$ cat src/logic/cha_pkg.sv
// Purpose: shared constants and types for the charger status/config register bank
// Assumes: 250 MHz core clock, byte-wide registers reached over the two-wire serial port
// Notes:   every offset, field position, reset value and timing count lives here
package cha_pkg;

  // ****************************************************************
  // register map
  // ****************************************************************
  localparam logic [7:0] REG_STATUS_ADDR = 8'h03;
  localparam logic [7:0] REG_CONFIG_ADDR = 8'h04;
  localparam logic [7:0] STATUS_RESET    = 8'h00;
  localparam logic [7:0] CONFIG_RESET    = 8'hB1;
  localparam logic [7:0] UNMAPPED_READ   = 8'h00;
  // serial slave address, value is arbitrary
  localparam logic [6:0] DEV_ADDR_DEFAULT = 7'h2A;

  // status byte bit positions
  localparam int ST_THERMAL_REG   = 7;
  localparam int ST_POWER_PATH    = 6;
  localparam int ST_THERMAL_TIMER_FREEZE  = 5;
  localparam int ST_TERM_REACHED  = 4;
  localparam int ST_ACTIVE        = 3;
  localparam int ST_CHG_TIMEOUT   = 2;
  localparam int ST_PRE_TIMEOUT   = 1;
  localparam int ST_BATT_TEMP_ERR = 0;

  // config byte bit positions
  localparam int CF_TIMER_HI   = 7;
  localparam int CF_TIMER_LO   = 6;
  localparam int CF_TIMERS_ON  = 5;
  localparam int CF_CURVE_SEL  = 4;
  localparam int CF_CHG_RESET  = 3;
  localparam int CF_TERM_OFF   = 2;
  localparam int CF_FREEZE     = 1;
  localparam int CF_CHARGER_ON = 0;

  // ****************************************************************
  // timing
  // ****************************************************************
  localparam longint CLK_PERIOD_PS  = 4000;
  localparam longint TICK_PERIOD_MS = 1000;
  localparam longint PS_PER_MS      = 1000000000;
  localparam longint TICK_CYCLES    = (TICK_PERIOD_MS * PS_PER_MS) / CLK_PERIOD_PS;
  localparam int     TMR_W          = 15;
  localparam int     SEC_PER_MIN    = 60;
  localparam int     SEC_PER_HOUR   = 3600;
  localparam int     PRECHG_TIME_MIN = 30;
  localparam int     FAST_SEL0_H    = 4;
  localparam int     FAST_SEL1_H    = 5;
  localparam int     FAST_SEL2_H    = 6;
  localparam int     FAST_SEL3_H    = 8;
  localparam logic [TMR_W-1:0] PRECHG_LIMIT_S = TMR_W'(PRECHG_TIME_MIN * SEC_PER_MIN);

  // ****************************************************************
  // types and helpers
  // ****************************************************************
  typedef enum logic [2:0] {
    I_IDLE = 3'b000, I_ADDR = 3'b001, I_ACK = 3'b010,
    I_WR   = 3'b011, I_RD   = 3'b100, I_RACK = 3'b101
  } cha_link_e;

  typedef enum logic [2:0] {
    C_IDLE = 3'b000, C_PRE = 3'b001, C_FAST = 3'b010,
    C_DONE = 3'b011, C_FAULT = 3'b100
  } cha_chg_e;

  // fast-charge safety time in seconds from the two-bit field
  function automatic logic [TMR_W-1:0] fast_limit_s(input logic [1:0] sel);
    int h;
    h = (sel == 2'h0) ? FAST_SEL0_H : (sel == 2'h1) ? FAST_SEL1_H :
        (sel == 2'h2) ? FAST_SEL2_H : FAST_SEL3_H;
    return TMR_W'(h * SEC_PER_HOUR);
  endfunction : fast_limit_s

endpackage : cha_pkg

$ cat src/logic/cha_tick_gen.sv
// Purpose: one-cycle enable pulse at the safety timer base rate
// Assumes: single core clock
// Notes:   CYCLES is shortened in simulation
`timescale 1ns/10ps
module cha_tick_gen #(
  parameter int unsigned CYCLES = 32'd250000000
) (
  input  wire logic clk,
  input  wire logic srst,
  output logic      tick
);
  logic [31:0] cnt_r;
  logic [31:0] cnt_nxt;
  logic        tick_r;
  logic        tick_nxt;

  // free-running divider, pulse on wrap
  always_comb begin
    if (cnt_r >= CYCLES - 32'd1) begin
      cnt_nxt  = 32'h0000_0000;
      tick_nxt = 1'b1;
    end else begin
      cnt_nxt  = cnt_r + 32'd1;
      tick_nxt = 1'b0;
    end
  end

  always_ff @(posedge clk) begin
    if (srst) begin
      cnt_r  <= 32'h0000_0000;
      tick_r <= 1'b0;
    end else begin
      cnt_r  <= cnt_nxt;
      tick_r <= tick_nxt;
    end
  end

  assign tick = tick_r;
endmodule : cha_tick_gen

$ cat src/logic/cha_safety_tmr.sv
// Purpose: safety timer counting base ticks up to a limit
// Assumes: run is already gated by enable, freeze and tick
// Notes:   count holds while run is low, so a freeze keeps progress
`timescale 1ns/10ps
module cha_safety_tmr (
  input  wire logic                     clk,
  input  wire logic                     srst,
  input  wire logic                     clear,
  input  wire logic                     run,
  input  wire logic [cha_pkg::TMR_W-1:0] limit,
  output logic                          expired
);
  logic [cha_pkg::TMR_W-1:0] cnt_r;
  logic [cha_pkg::TMR_W-1:0] cnt_nxt;
  logic                      exp_r;
  logic                      exp_nxt;

  // clear wins over counting; expiry is sticky until clear
  always_comb begin
    cnt_nxt = cnt_r;
    exp_nxt = exp_r;
    if (clear) begin
      cnt_nxt = '0;
      exp_nxt = 1'b0;
    end else if (run && !exp_r) begin
      cnt_nxt = cnt_r + 1'b1;
      exp_nxt = (cnt_nxt >= limit);
    end
  end

  always_ff @(posedge clk) begin
    if (srst) begin
      cnt_r <= '0;
      exp_r <= 1'b0;
    end else begin
      cnt_r <= cnt_nxt;
      exp_r <= exp_nxt;
    end
  end

  assign expired = exp_r;
endmodule : cha_safety_tmr

$ cat src/logic/cha_charger_regs.sv
// Purpose: charger status and configuration registers with charge sequencing
// Assumes: scl/sda arrive synchronous to clk; analog loops report as levels
// Notes:   status byte is rebuilt every cycle from the sequencer state
//
// What this block does
// - status bit 7 shows thermal current reduction
// - status bit 6 shows power-path loop limiting
// - status bit 5 shows temperature charge hold-off
// - status bit 4 set at current termination
// - status bit 3 set while actively charging
// - status bit 2 on any timer expiry, stop
// - status bit 1 on precharge expiry, stop
// - status bit 0 on missing/out-of-range thermistor
// - config resets 0xB1; timer field 4/5/6/8h
// - config bit 5 enables both safety timers
// - config bit 4 selects thermistor curve
// - config bit 2 disables current termination
// - config bit 1 freezes both timers
// - config bit 0 enables the charger
// - config at address 0x04, reset 0xB1
// - status at address 0x03, reset 0x00
`timescale 1ns/10ps
module cha_charger_regs #(
  parameter int unsigned TICK_CYCLES = 32'(cha_pkg::TICK_CYCLES),
  parameter logic [6:0]  DEV_ADDR    = cha_pkg::DEV_ADDR_DEFAULT
) (
  input  wire logic clk,
  input  wire logic srst,
  input  wire logic scl_in,
  input  wire logic sda_in,
  output logic      sda_out,
  output logic      sda_oe,
  input  wire logic supply_ok,
  input  wire logic batt_low_v,
  input  wire logic term_current_det,
  input  wire logic thermal_loop_act,
  input  wire logic power_path_act,
  input  wire logic ntc_present,
  input  wire logic batt_temp_ok,
  output logic      charge_enable,
  output logic      precharge_mode,
  output logic      thermistor_curve_sel
);

  // ****************************************************************
  // serial line sampling
  // ****************************************************************
  logic scl_q_r, sda_q_r;
  logic scl_rise, scl_fall, start_cond, stop_cond;

  // previous samples give edges and start/stop framing
  always_ff @(posedge clk) begin
    if (srst) begin
      scl_q_r <= 1'b1;
      sda_q_r <= 1'b1;
    end else begin
      scl_q_r <= scl_in;
      sda_q_r <= sda_in;
    end
  end
  assign scl_rise   = scl_in && !scl_q_r;
  assign scl_fall   = !scl_in && scl_q_r;
  assign start_cond = scl_in && scl_q_r && sda_q_r && !sda_in;
  assign stop_cond  = scl_in && scl_q_r && !sda_q_r && sda_in;

  // ****************************************************************
  // register storage declarations
  // ****************************************************************
  logic [7:0] cfg_r, cfg_nxt;
  logic [7:0] status_r, status_nxt;
  logic       wr_stb;
  logic [7:0] wr_data;

  // read multiplexer, used when each read byte is loaded
  function automatic logic [7:0] read_mux(input logic [7:0] a, input logic [7:0] st, input logic [7:0] cf);
    if (a == cha_pkg::REG_STATUS_ADDR) return st;
    if (a == cha_pkg::REG_CONFIG_ADDR) return cf;
    return cha_pkg::UNMAPPED_READ;
  endfunction : read_mux

  // ****************************************************************
  // serial slave
  // ****************************************************************
  cha_pkg::cha_link_e ist_r, ist_nxt;
  logic [3:0]         bcnt_r, bcnt_nxt;
  logic [7:0]         shift_r, shift_nxt;
  logic [7:0]         ptr_r, ptr_nxt;
  logic               rw_r, rw_nxt;
  logic               ptr_phase_r, ptr_phase_nxt;
  logic               oe_r, oe_nxt;
  logic [7:0]         rd_byte;
  assign rd_byte = read_mux(ptr_r, status_r, cfg_r);

  // bits shift in on scl rise, the line changes only while scl is low
  always_comb begin
    ist_nxt       = ist_r;
    bcnt_nxt      = bcnt_r;
    shift_nxt     = shift_r;
    ptr_nxt       = ptr_r;
    rw_nxt        = rw_r;
    ptr_phase_nxt = ptr_phase_r;
    oe_nxt        = oe_r;
    wr_stb        = 1'b0;
    wr_data       = shift_r;
    if (stop_cond) begin
      ist_nxt = cha_pkg::I_IDLE;
      oe_nxt  = 1'b0;
    end else if (start_cond) begin
      ist_nxt  = cha_pkg::I_ADDR;
      bcnt_nxt = 4'h0;
      oe_nxt   = 1'b0;
    end else begin
      unique case (ist_r)
        cha_pkg::I_IDLE: oe_nxt = 1'b0;
        cha_pkg::I_ADDR: begin
          if (scl_rise) begin
            shift_nxt = {shift_r[6:0], sda_in};
            bcnt_nxt  = bcnt_r + 4'h1;
          end else if (scl_fall && bcnt_r == 4'h8) begin
            if (shift_r[7:1] == DEV_ADDR) begin
              rw_nxt        = shift_r[0];
              ptr_phase_nxt = !shift_r[0];
              oe_nxt        = 1'b1;
              ist_nxt       = cha_pkg::I_ACK;
            end else begin
              ist_nxt = cha_pkg::I_IDLE;
            end
          end
        end
        cha_pkg::I_ACK: begin
          if (scl_fall) begin
            bcnt_nxt = 4'h0;
            if (rw_r) begin
              shift_nxt = rd_byte;
              oe_nxt    = !rd_byte[7];
              ptr_nxt   = ptr_r + 8'h01;
              ist_nxt   = cha_pkg::I_RD;
            end else begin
              oe_nxt  = 1'b0;
              ist_nxt = cha_pkg::I_WR;
            end
          end
        end
        cha_pkg::I_WR: begin
          if (scl_rise) begin
            shift_nxt = {shift_r[6:0], sda_in};
            bcnt_nxt  = bcnt_r + 4'h1;
          end else if (scl_fall && bcnt_r == 4'h8) begin
            if (ptr_phase_r) begin
              ptr_nxt       = shift_r;
              ptr_phase_nxt = 1'b0;
            end else begin
              wr_stb  = 1'b1;
              ptr_nxt = ptr_r + 8'h01;
            end
            oe_nxt  = 1'b1;
            ist_nxt = cha_pkg::I_ACK;
          end
        end
        cha_pkg::I_RD: begin
          if (scl_rise) begin
            bcnt_nxt = bcnt_r + 4'h1;
          end else if (scl_fall) begin
            if (bcnt_r == 4'h8) begin
              oe_nxt  = 1'b0;
              ist_nxt = cha_pkg::I_RACK;
            end else begin
              shift_nxt = {shift_r[6:0], 1'b0};
              oe_nxt    = !shift_r[6];
            end
          end
        end
        cha_pkg::I_RACK: begin
          // a high on the acknowledge clock ends the read burst
          if (scl_rise && sda_in) begin
            ist_nxt = cha_pkg::I_IDLE;
          end else if (scl_fall) begin
            bcnt_nxt  = 4'h0;
            shift_nxt = rd_byte;
            oe_nxt    = !rd_byte[7];
            ptr_nxt   = ptr_r + 8'h01;
            ist_nxt   = cha_pkg::I_RD;
          end
        end
        default: begin
          ist_nxt = cha_pkg::I_IDLE;
          oe_nxt  = 1'b0;
        end
      endcase
    end
  end

  always_ff @(posedge clk) begin
    if (srst) begin
      ist_r       <= cha_pkg::I_IDLE;
      bcnt_r      <= 4'h0;
      shift_r     <= 8'h00;
      ptr_r       <= 8'h00;
      rw_r        <= 1'b0;
      ptr_phase_r <= 1'b0;
      oe_r        <= 1'b0;
    end else begin
      ist_r       <= ist_nxt;
      bcnt_r      <= bcnt_nxt;
      shift_r     <= shift_nxt;
      ptr_r       <= ptr_nxt;
      rw_r        <= rw_nxt;
      ptr_phase_r <= ptr_phase_nxt;
      oe_r        <= oe_nxt;
    end
  end

  // ****************************************************************
  // configuration register
  // ****************************************************************
  // only the config address takes writes; the status byte ignores them
  always_comb begin
    cfg_nxt = cfg_r;
    if (wr_stb && ptr_r == cha_pkg::REG_CONFIG_ADDR) begin
      cfg_nxt = wr_data;
    end
  end

  always_ff @(posedge clk) begin
    if (srst) begin
      cfg_r <= cha_pkg::CONFIG_RESET;
    end else begin
      cfg_r <= cfg_nxt;
    end
  end

  // ****************************************************************
  // safety timers
  // ****************************************************************
  logic                      tick, pre_exp, fast_exp;
  logic                      timers_on, freeze, hold, thermal_suspend_flag, batt_err;
  logic [cha_pkg::TMR_W-1:0] fast_limit;
  cha_pkg::cha_chg_e         cst_r, cst_nxt;

  assign timers_on  = cfg_r[cha_pkg::CF_TIMERS_ON];
  assign freeze     = cfg_r[cha_pkg::CF_FREEZE];
  assign fast_limit = cha_pkg::fast_limit_s(cfg_r[cha_pkg::CF_TIMER_HI:cha_pkg::CF_TIMER_LO]);
  // hold covers charger reset bit, charger off and loss of supply
  assign hold       = cfg_r[cha_pkg::CF_CHG_RESET] || !cfg_r[cha_pkg::CF_CHARGER_ON] || !supply_ok;
  assign batt_err   = !ntc_present || !batt_temp_ok;
  assign thermal_suspend_flag      = (cst_r == cha_pkg::C_PRE || cst_r == cha_pkg::C_FAST) && batt_err;

  cha_tick_gen #(.CYCLES(TICK_CYCLES)) u_tick (.clk(clk), .srst(srst), .tick(tick));
  // timers also pause during thermal suspend, so held-off time is not charged against them
  cha_safety_tmr u_pre_tmr (
    .clk     (clk),
    .srst    (srst),
    .clear   (hold || cst_r != cha_pkg::C_PRE),
    .run     (tick && timers_on && !freeze && !thermal_suspend_flag),
    .limit   (cha_pkg::PRECHG_LIMIT_S),
    .expired (pre_exp)
  );

  cha_safety_tmr u_fast_tmr (
    .clk     (clk),
    .srst    (srst),
    .clear   (hold || cst_r != cha_pkg::C_FAST),
    .run     (tick && timers_on && !freeze && !thermal_suspend_flag),
    .limit   (fast_limit),
    .expired (fast_exp)
  );

  // ****************************************************************
  // charge sequencer and status
  // ****************************************************************
  logic termination_reached_flag_r, termination_reached_flag_nxt;
  logic chg_to_r, chg_to_nxt;
  logic pre_to_r, pre_to_nxt;
  logic charger_on_r, charger_on_nxt;
  logic pre_mode_r, pre_mode_nxt;
  logic active, curve_r, sda_out_r;

  // sequence restarts from idle whenever hold is asserted
  always_comb begin
    cst_nxt    = cst_r;
    termination_reached_flag_nxt  = termination_reached_flag_r;
    chg_to_nxt = chg_to_r;
    pre_to_nxt = pre_to_r;
    if (hold) begin
      cst_nxt    = cha_pkg::C_IDLE;
      termination_reached_flag_nxt  = 1'b0;
      chg_to_nxt = 1'b0;
      pre_to_nxt = 1'b0;
    end else begin
      unique case (cst_r)
        cha_pkg::C_IDLE: cst_nxt = batt_low_v ? cha_pkg::C_PRE : cha_pkg::C_FAST;
        cha_pkg::C_PRE: begin
          if (pre_exp && timers_on) begin
            cst_nxt    = cha_pkg::C_FAULT;
            pre_to_nxt = 1'b1;
            chg_to_nxt = 1'b1;
          end else if (!batt_low_v) begin
            cst_nxt = cha_pkg::C_FAST;
          end
        end
        cha_pkg::C_FAST: begin
          if (fast_exp && timers_on) begin
            cst_nxt    = cha_pkg::C_FAULT;
            chg_to_nxt = 1'b1;
          end else if (term_current_det && !thermal_suspend_flag && !cfg_r[cha_pkg::CF_TERM_OFF]) begin
            cst_nxt   = cha_pkg::C_DONE;
            termination_reached_flag_nxt = 1'b1;
          end
        end
        cha_pkg::C_DONE, cha_pkg::C_FAULT: cst_nxt = cst_r;       // terminal until the next hold
        default: begin
          cst_nxt = cha_pkg::C_IDLE;
        end
      endcase
    end
  end

  assign active = (cst_r == cha_pkg::C_PRE || cst_r == cha_pkg::C_FAST) && !thermal_suspend_flag;

  // status is rebuilt every cycle so a read always sees live state
  always_comb begin
    status_nxt                            = cha_pkg::STATUS_RESET;
    status_nxt[cha_pkg::ST_THERMAL_REG]   = active && thermal_loop_act;
    status_nxt[cha_pkg::ST_POWER_PATH]    = active && power_path_act;
    status_nxt[cha_pkg::ST_THERMAL_TIMER_FREEZE]  = thermal_suspend_flag;
    status_nxt[cha_pkg::ST_TERM_REACHED]  = termination_reached_flag_r;
    status_nxt[cha_pkg::ST_ACTIVE]        = active;
    status_nxt[cha_pkg::ST_CHG_TIMEOUT]   = chg_to_r;
    status_nxt[cha_pkg::ST_PRE_TIMEOUT]   = pre_to_r;
    status_nxt[cha_pkg::ST_BATT_TEMP_ERR] = batt_err;
    charger_on_nxt                            = active && !hold;
    pre_mode_nxt                          = cst_r == cha_pkg::C_PRE;
  end

  always_ff @(posedge clk) begin
    if (srst) begin
      cst_r      <= cha_pkg::C_IDLE;
      termination_reached_flag_r    <= 1'b0;
      chg_to_r   <= 1'b0;
      pre_to_r   <= 1'b0;
      status_r   <= cha_pkg::STATUS_RESET;
      charger_on_r   <= 1'b0;
      pre_mode_r <= 1'b0;
      curve_r    <= cha_pkg::CONFIG_RESET[cha_pkg::CF_CURVE_SEL];
      sda_out_r  <= 1'b0;
    end else begin
      cst_r      <= cst_nxt;
      termination_reached_flag_r    <= termination_reached_flag_nxt;
      chg_to_r   <= chg_to_nxt;
      pre_to_r   <= pre_to_nxt;
      status_r   <= status_nxt;
      charger_on_r   <= charger_on_nxt;
      pre_mode_r <= pre_mode_nxt;
      curve_r    <= cfg_r[cha_pkg::CF_CURVE_SEL];
      sda_out_r  <= 1'b0;
    end
  end

  // open-drain line: data is always low, the enable does the signalling
  assign sda_out              = sda_out_r;
  assign sda_oe               = oe_r;
  assign charge_enable        = charger_on_r;
  assign precharge_mode       = pre_mode_r;
  assign thermistor_curve_sel = curve_r;
endmodule : cha_charger_regs

$ cat config.mk
export PLATFORM = sky130hd
export DESIGN_NAME = cha_charger_regs
export DESIGN_NICKNAME = d
export VERILOG_FILES = /design/src/logic/cha_pkg.sv /design/src/logic/cha_tick_gen.sv /design/src/logic/cha_safety_tmr.sv /design/src/logic/cha_charger_regs.sv
export SDC_FILE = /design/constraint.sdc
export NUM_CORES = 1
export LEC_CHECK = 0
export BUFFER_PORTS_ARGS = -buffer_cell sky130_fd_sc_hd__buf_4
export CAP_MARGIN = 40
export CORE_MARGIN = 2
export CORE_UTILIZATION = 63
export CTS_CLUSTER_DIAMETER = 50
export DETAILED_ROUTE_END_ITERATION = 8
export PLACE_DENSITY_LB_ADDON = 0.25
export SYNTH_ARGS = -nofsm -noshare
export SYNTH_HDL_FRONTEND = slang
export SYNTH_SLANG_ARGS = --single-unit
$ cat constraint.sdc
create_clock -name clk -period 3.2 [get_ports clk]
set_clock_uncertainty 0.1 [all_clocks]
set_input_delay 0.32 -clock clk [delete_from_list [all_inputs] [get_ports clk]]
set_output_delay 0.32 -clock clk [all_outputs]
set_load 0.01 [all_outputs]
==> flow_metrics.env <==
export IMPL_routed_wl_mm=14.4
export IMPL_synth_seq_area_share=0.363
export IMPL_area_growth_pct=12.3
export IMPL_start_util=0.639
export IMPL_max_slew_margin=0.417
export IMPL_ys_ff_latch=118
export IMPL_worstSetupEndpointType="flop"
export IMPL_postSynthAreaPerCell_sq_um=8.18
export IMPL_setup_viol=0
export IMPL_io_buffers=14
export IMPL_detail_route_iter0_violations=356
export IMPL_ys_types=74
export IMPL_grt_pass1_wl_mm=24.7
export IMPL_yosysMostFrequentCell="dfxtp_1"
export IMPL_worst_hold_slack_ns=0.0139
export IMPL_worstPathMaxFanout=5
export IMPL_drv_slew=0
export IMPL_ys_warn_count=0
export IMPL_die_area_sq_um=11200
export IMPL_die_x_um=106
export IMPL_clock_root_buffer="clkbuf_8"
export IMPL_gp_congestion=0.948
export IMPL_power_frac_comb=0.038
export IMPL_fin_ws_ns=0.375
export IMPL_post_cts_buffers=0
export IMPL_p_sw_frac=0.233
export IMPL_grt_max_degree=54
export IMPL_netSwitchingPower_mw=0.831
export IMPL_clock_sinks=118
export IMPL_vias=5673
export IMPL_layout_drive_gt1_share=0.0937
export IMPL_p_clk_frac=0.542
export IMPL_leakage_nw=2.62
export IMPL_power_frac_seq=0.420
export IMPL_worst_slew_pin_slew_ns=0.869
export IMPL_avgRoutedWirePerCell_um=15.2
export IMPL_place_hpwl_mm=9.83
export IMPL_ant_nets=0
export IMPL_synth_top_cell_by_area="dfxtp_1"
export IMPL_multiInputGateArea_sq_um=3820
export IMPL_criticalPathCategory="reg -> reg"
export IMPL_hold_viol_final=0
export IMPL_clkLatencyLatePin_ns=0.54
export IMPL_netlist_area_sq_um=6510
export IMPL_p_per_area_nw_per_um2=488
export IMPL_cts_buffers=17
export IMPL_netlist_area_leader_share=0.363
export IMPL_overflow=0
export IMPL_die_h_um=106
export IMPL_synthTopCellsByArea="dfxtp_1 (36%), nor2_1 (5.7%), xnor2_1 (4.8%)"
export IMPL_finalCritPeriodShare=0.883
export IMPL_grt_use_total=0.272
export IMPL_cts_clk_slew_worst_paths_ns=0.06
export IMPL_fmax_mhz=354
export IMPL_drc=0
export IMPL_diodes=0
export IMPL_intPower_mw=2.74
export IMPL_status="finished clean"
export IMPL_core_area_sq_um=10200
export IMPL_syn_instance_count=796
export IMPL_grt_antenna_before_repair=0
export IMPL_worst_ir_drop_vdd_mv=0.422
export IMPL_seq_area_sq_um=2360
export IMPL_viasPerCell=5.99
export IMPL_worstPathArrival_ns=3.12
export IMPL_hp_class="in -> reg"
export IMPL_cts_tree="built"
export IMPL_synth_edf_count=0
export IMPL_grt_pass1_vias=5459
export IMPL_synth_ff_type="dfxtp_1"
export IMPL_placementRows=37
export IMPL_tns_ns=0
export IMPL_ioPinCount=16
export IMPL_period_needed_ns=2.83
export IMPL_async_flop_share=0
export IMPL_crit_path_start_kind="flop"
export IMPL_required_ns=3.49
export IMPL_place_ws_ns=0.130
export IMPL_fill_cells=750
export IMPL_synth_top_cells_by_count="dfxtp_1 (118), nor2_1 (99), nand2_1 (44)"
export IMPL_nets=832
export IMPL_cap_violations=0
export IMPL_htreeDepth=4
export IMPL_rsz0062_at_grt="no"
export IMPL_first_pass_iters=5
export IMPL_clockBufferDepth=2
-- per-layer routing --
metal	vias up	track usage	part of all wire
met5	-	0	0
met4	0	0.117	0.024
met3	37	0.0668	0.058
met2	196	0.456	0.49
met1	2644	0.330	0.43
li1	2796	-	-
-- worst max-delay path: stages (launching register included) --
cell and delay [ns]:
dfxtp_1 0.40, ha_1 0.25, nand3_1 0.24, nor4_4 0.33, nand4_1 0.17, xnor2_1 0.16, ha_1 0.32, a21oi_1 0.15
o21ai_0 0.14, a41o_1 0.23, a21oi_1 0.13, a311oi_1 0.06
-- metrics by stage --
stage / instances / instance area (sq um) / power, mW / utilization
2_1_floorplan: 800 / 6530 / 1.62 / -
3_3_place_gp: 911 / 6660 / 1.65 / 0.654
3_5_place_dp: 911 / 6660 / 1.66 / 0.654
4_1_cts: 947 / 7300 / 3.59 / 0.717
5_1_grt: 947 / 7310 / 3.68 / 0.718
6_report: 947 / 7310 / 3.57 / 0.718
-- flip-flops by register name, summed over array words and instances, names as in the netlist, 3 cells and up --
name	count
bcnt_r	4
cfg_r	8
cst_r	3
ist_r	3
ptr_r	8
shift_r	8
status_r	8
u_fast_tmr.cnt_r	15
u_pre_tmr.cnt_r	15
u_tick.cnt_r	32
-- power groups by stage --
stage / registers, mW / clock network, mW / logic [mW]
final: 1.50 / 1.94 / 0.135
after detailed placement: 1.53 / 0 / 0.129
after global routing: 1.50 / 2.03 / 0.146
after global placement: 1.53 / 0 / 0.125
after floorplan: 1.52 / 0 / 0.103
after CTS: 1.50 / 1.96 / 0.134
-- cells by family after synthesis --
| family | Yosys count | synth area share |
|---|---|---|
| adder cells (fa/ha/maj) | 23 | 0.0442 |
| other | 1 | 0.000576 |
| multiplexers | 17 | 0.0263 |
| AND/OR/NAND/NOR | 329 | 0.267 |
| AO/OA/AOI/OAI | 158 | 0.160 |
| flip-flops | 118 | 0.363 |
| XOR/XNOR | 63 | 0.0847 |
| buffers and inverters | 87 | 0.0544 |
-- area by class of cell --
cell class | count | share of cell area
timing repair buffer | 24 | 0.0260
clock buffer | 17 | 0.0566
inverter | 42 | 0.0216
sequential | 118 | 0.323
multi-input combinational | 595 | 0.523
tap | 136 | 0.0233
clock inverter | 15 | 0.0264
-- path summary, 6_finish.rpt --
check,startpoint,endpoint,slack [ns],depth (start not counted)
min,batt_temp_ok,status_r[0],0.01,3
min reg2reg,termination_reached_flag_r,status_r[4],0.36,2
max reg2reg,u_fast_tmr.cnt_r[0],u_fast_tmr.expired,0.37,11
max,u_fast_tmr.cnt_r[0],u_fast_tmr.expired,0.37,11
-- layout by cell type, fill, tap and decap left out, types with 14 or more instances in the layout --
cell type  synthesis  routed
a21oi_1           33      33
buf_4              2      20
clkbuf_16          0      16
dfxtp_1          118     118
ha_1              23      23
inv_1             42      42
mux2i_1           16      16
nand2_1           44      44
nand2b_1          17      17
nand3_1           28      28
nand4_1           14      14
nor2_1            99      99
nor3_1            26      26
o21ai_0           40      40
xnor2_1           36      36
xor2_1            27      27
-- repair_timing --
action,in CTS,in global routing
setup endpoints to repair,0,1
hold endpoints to repair,4,0
hold buffers,4,0
gates resized for setup,0,1
No activity file was read; power rests on OpenSTA's default activity.
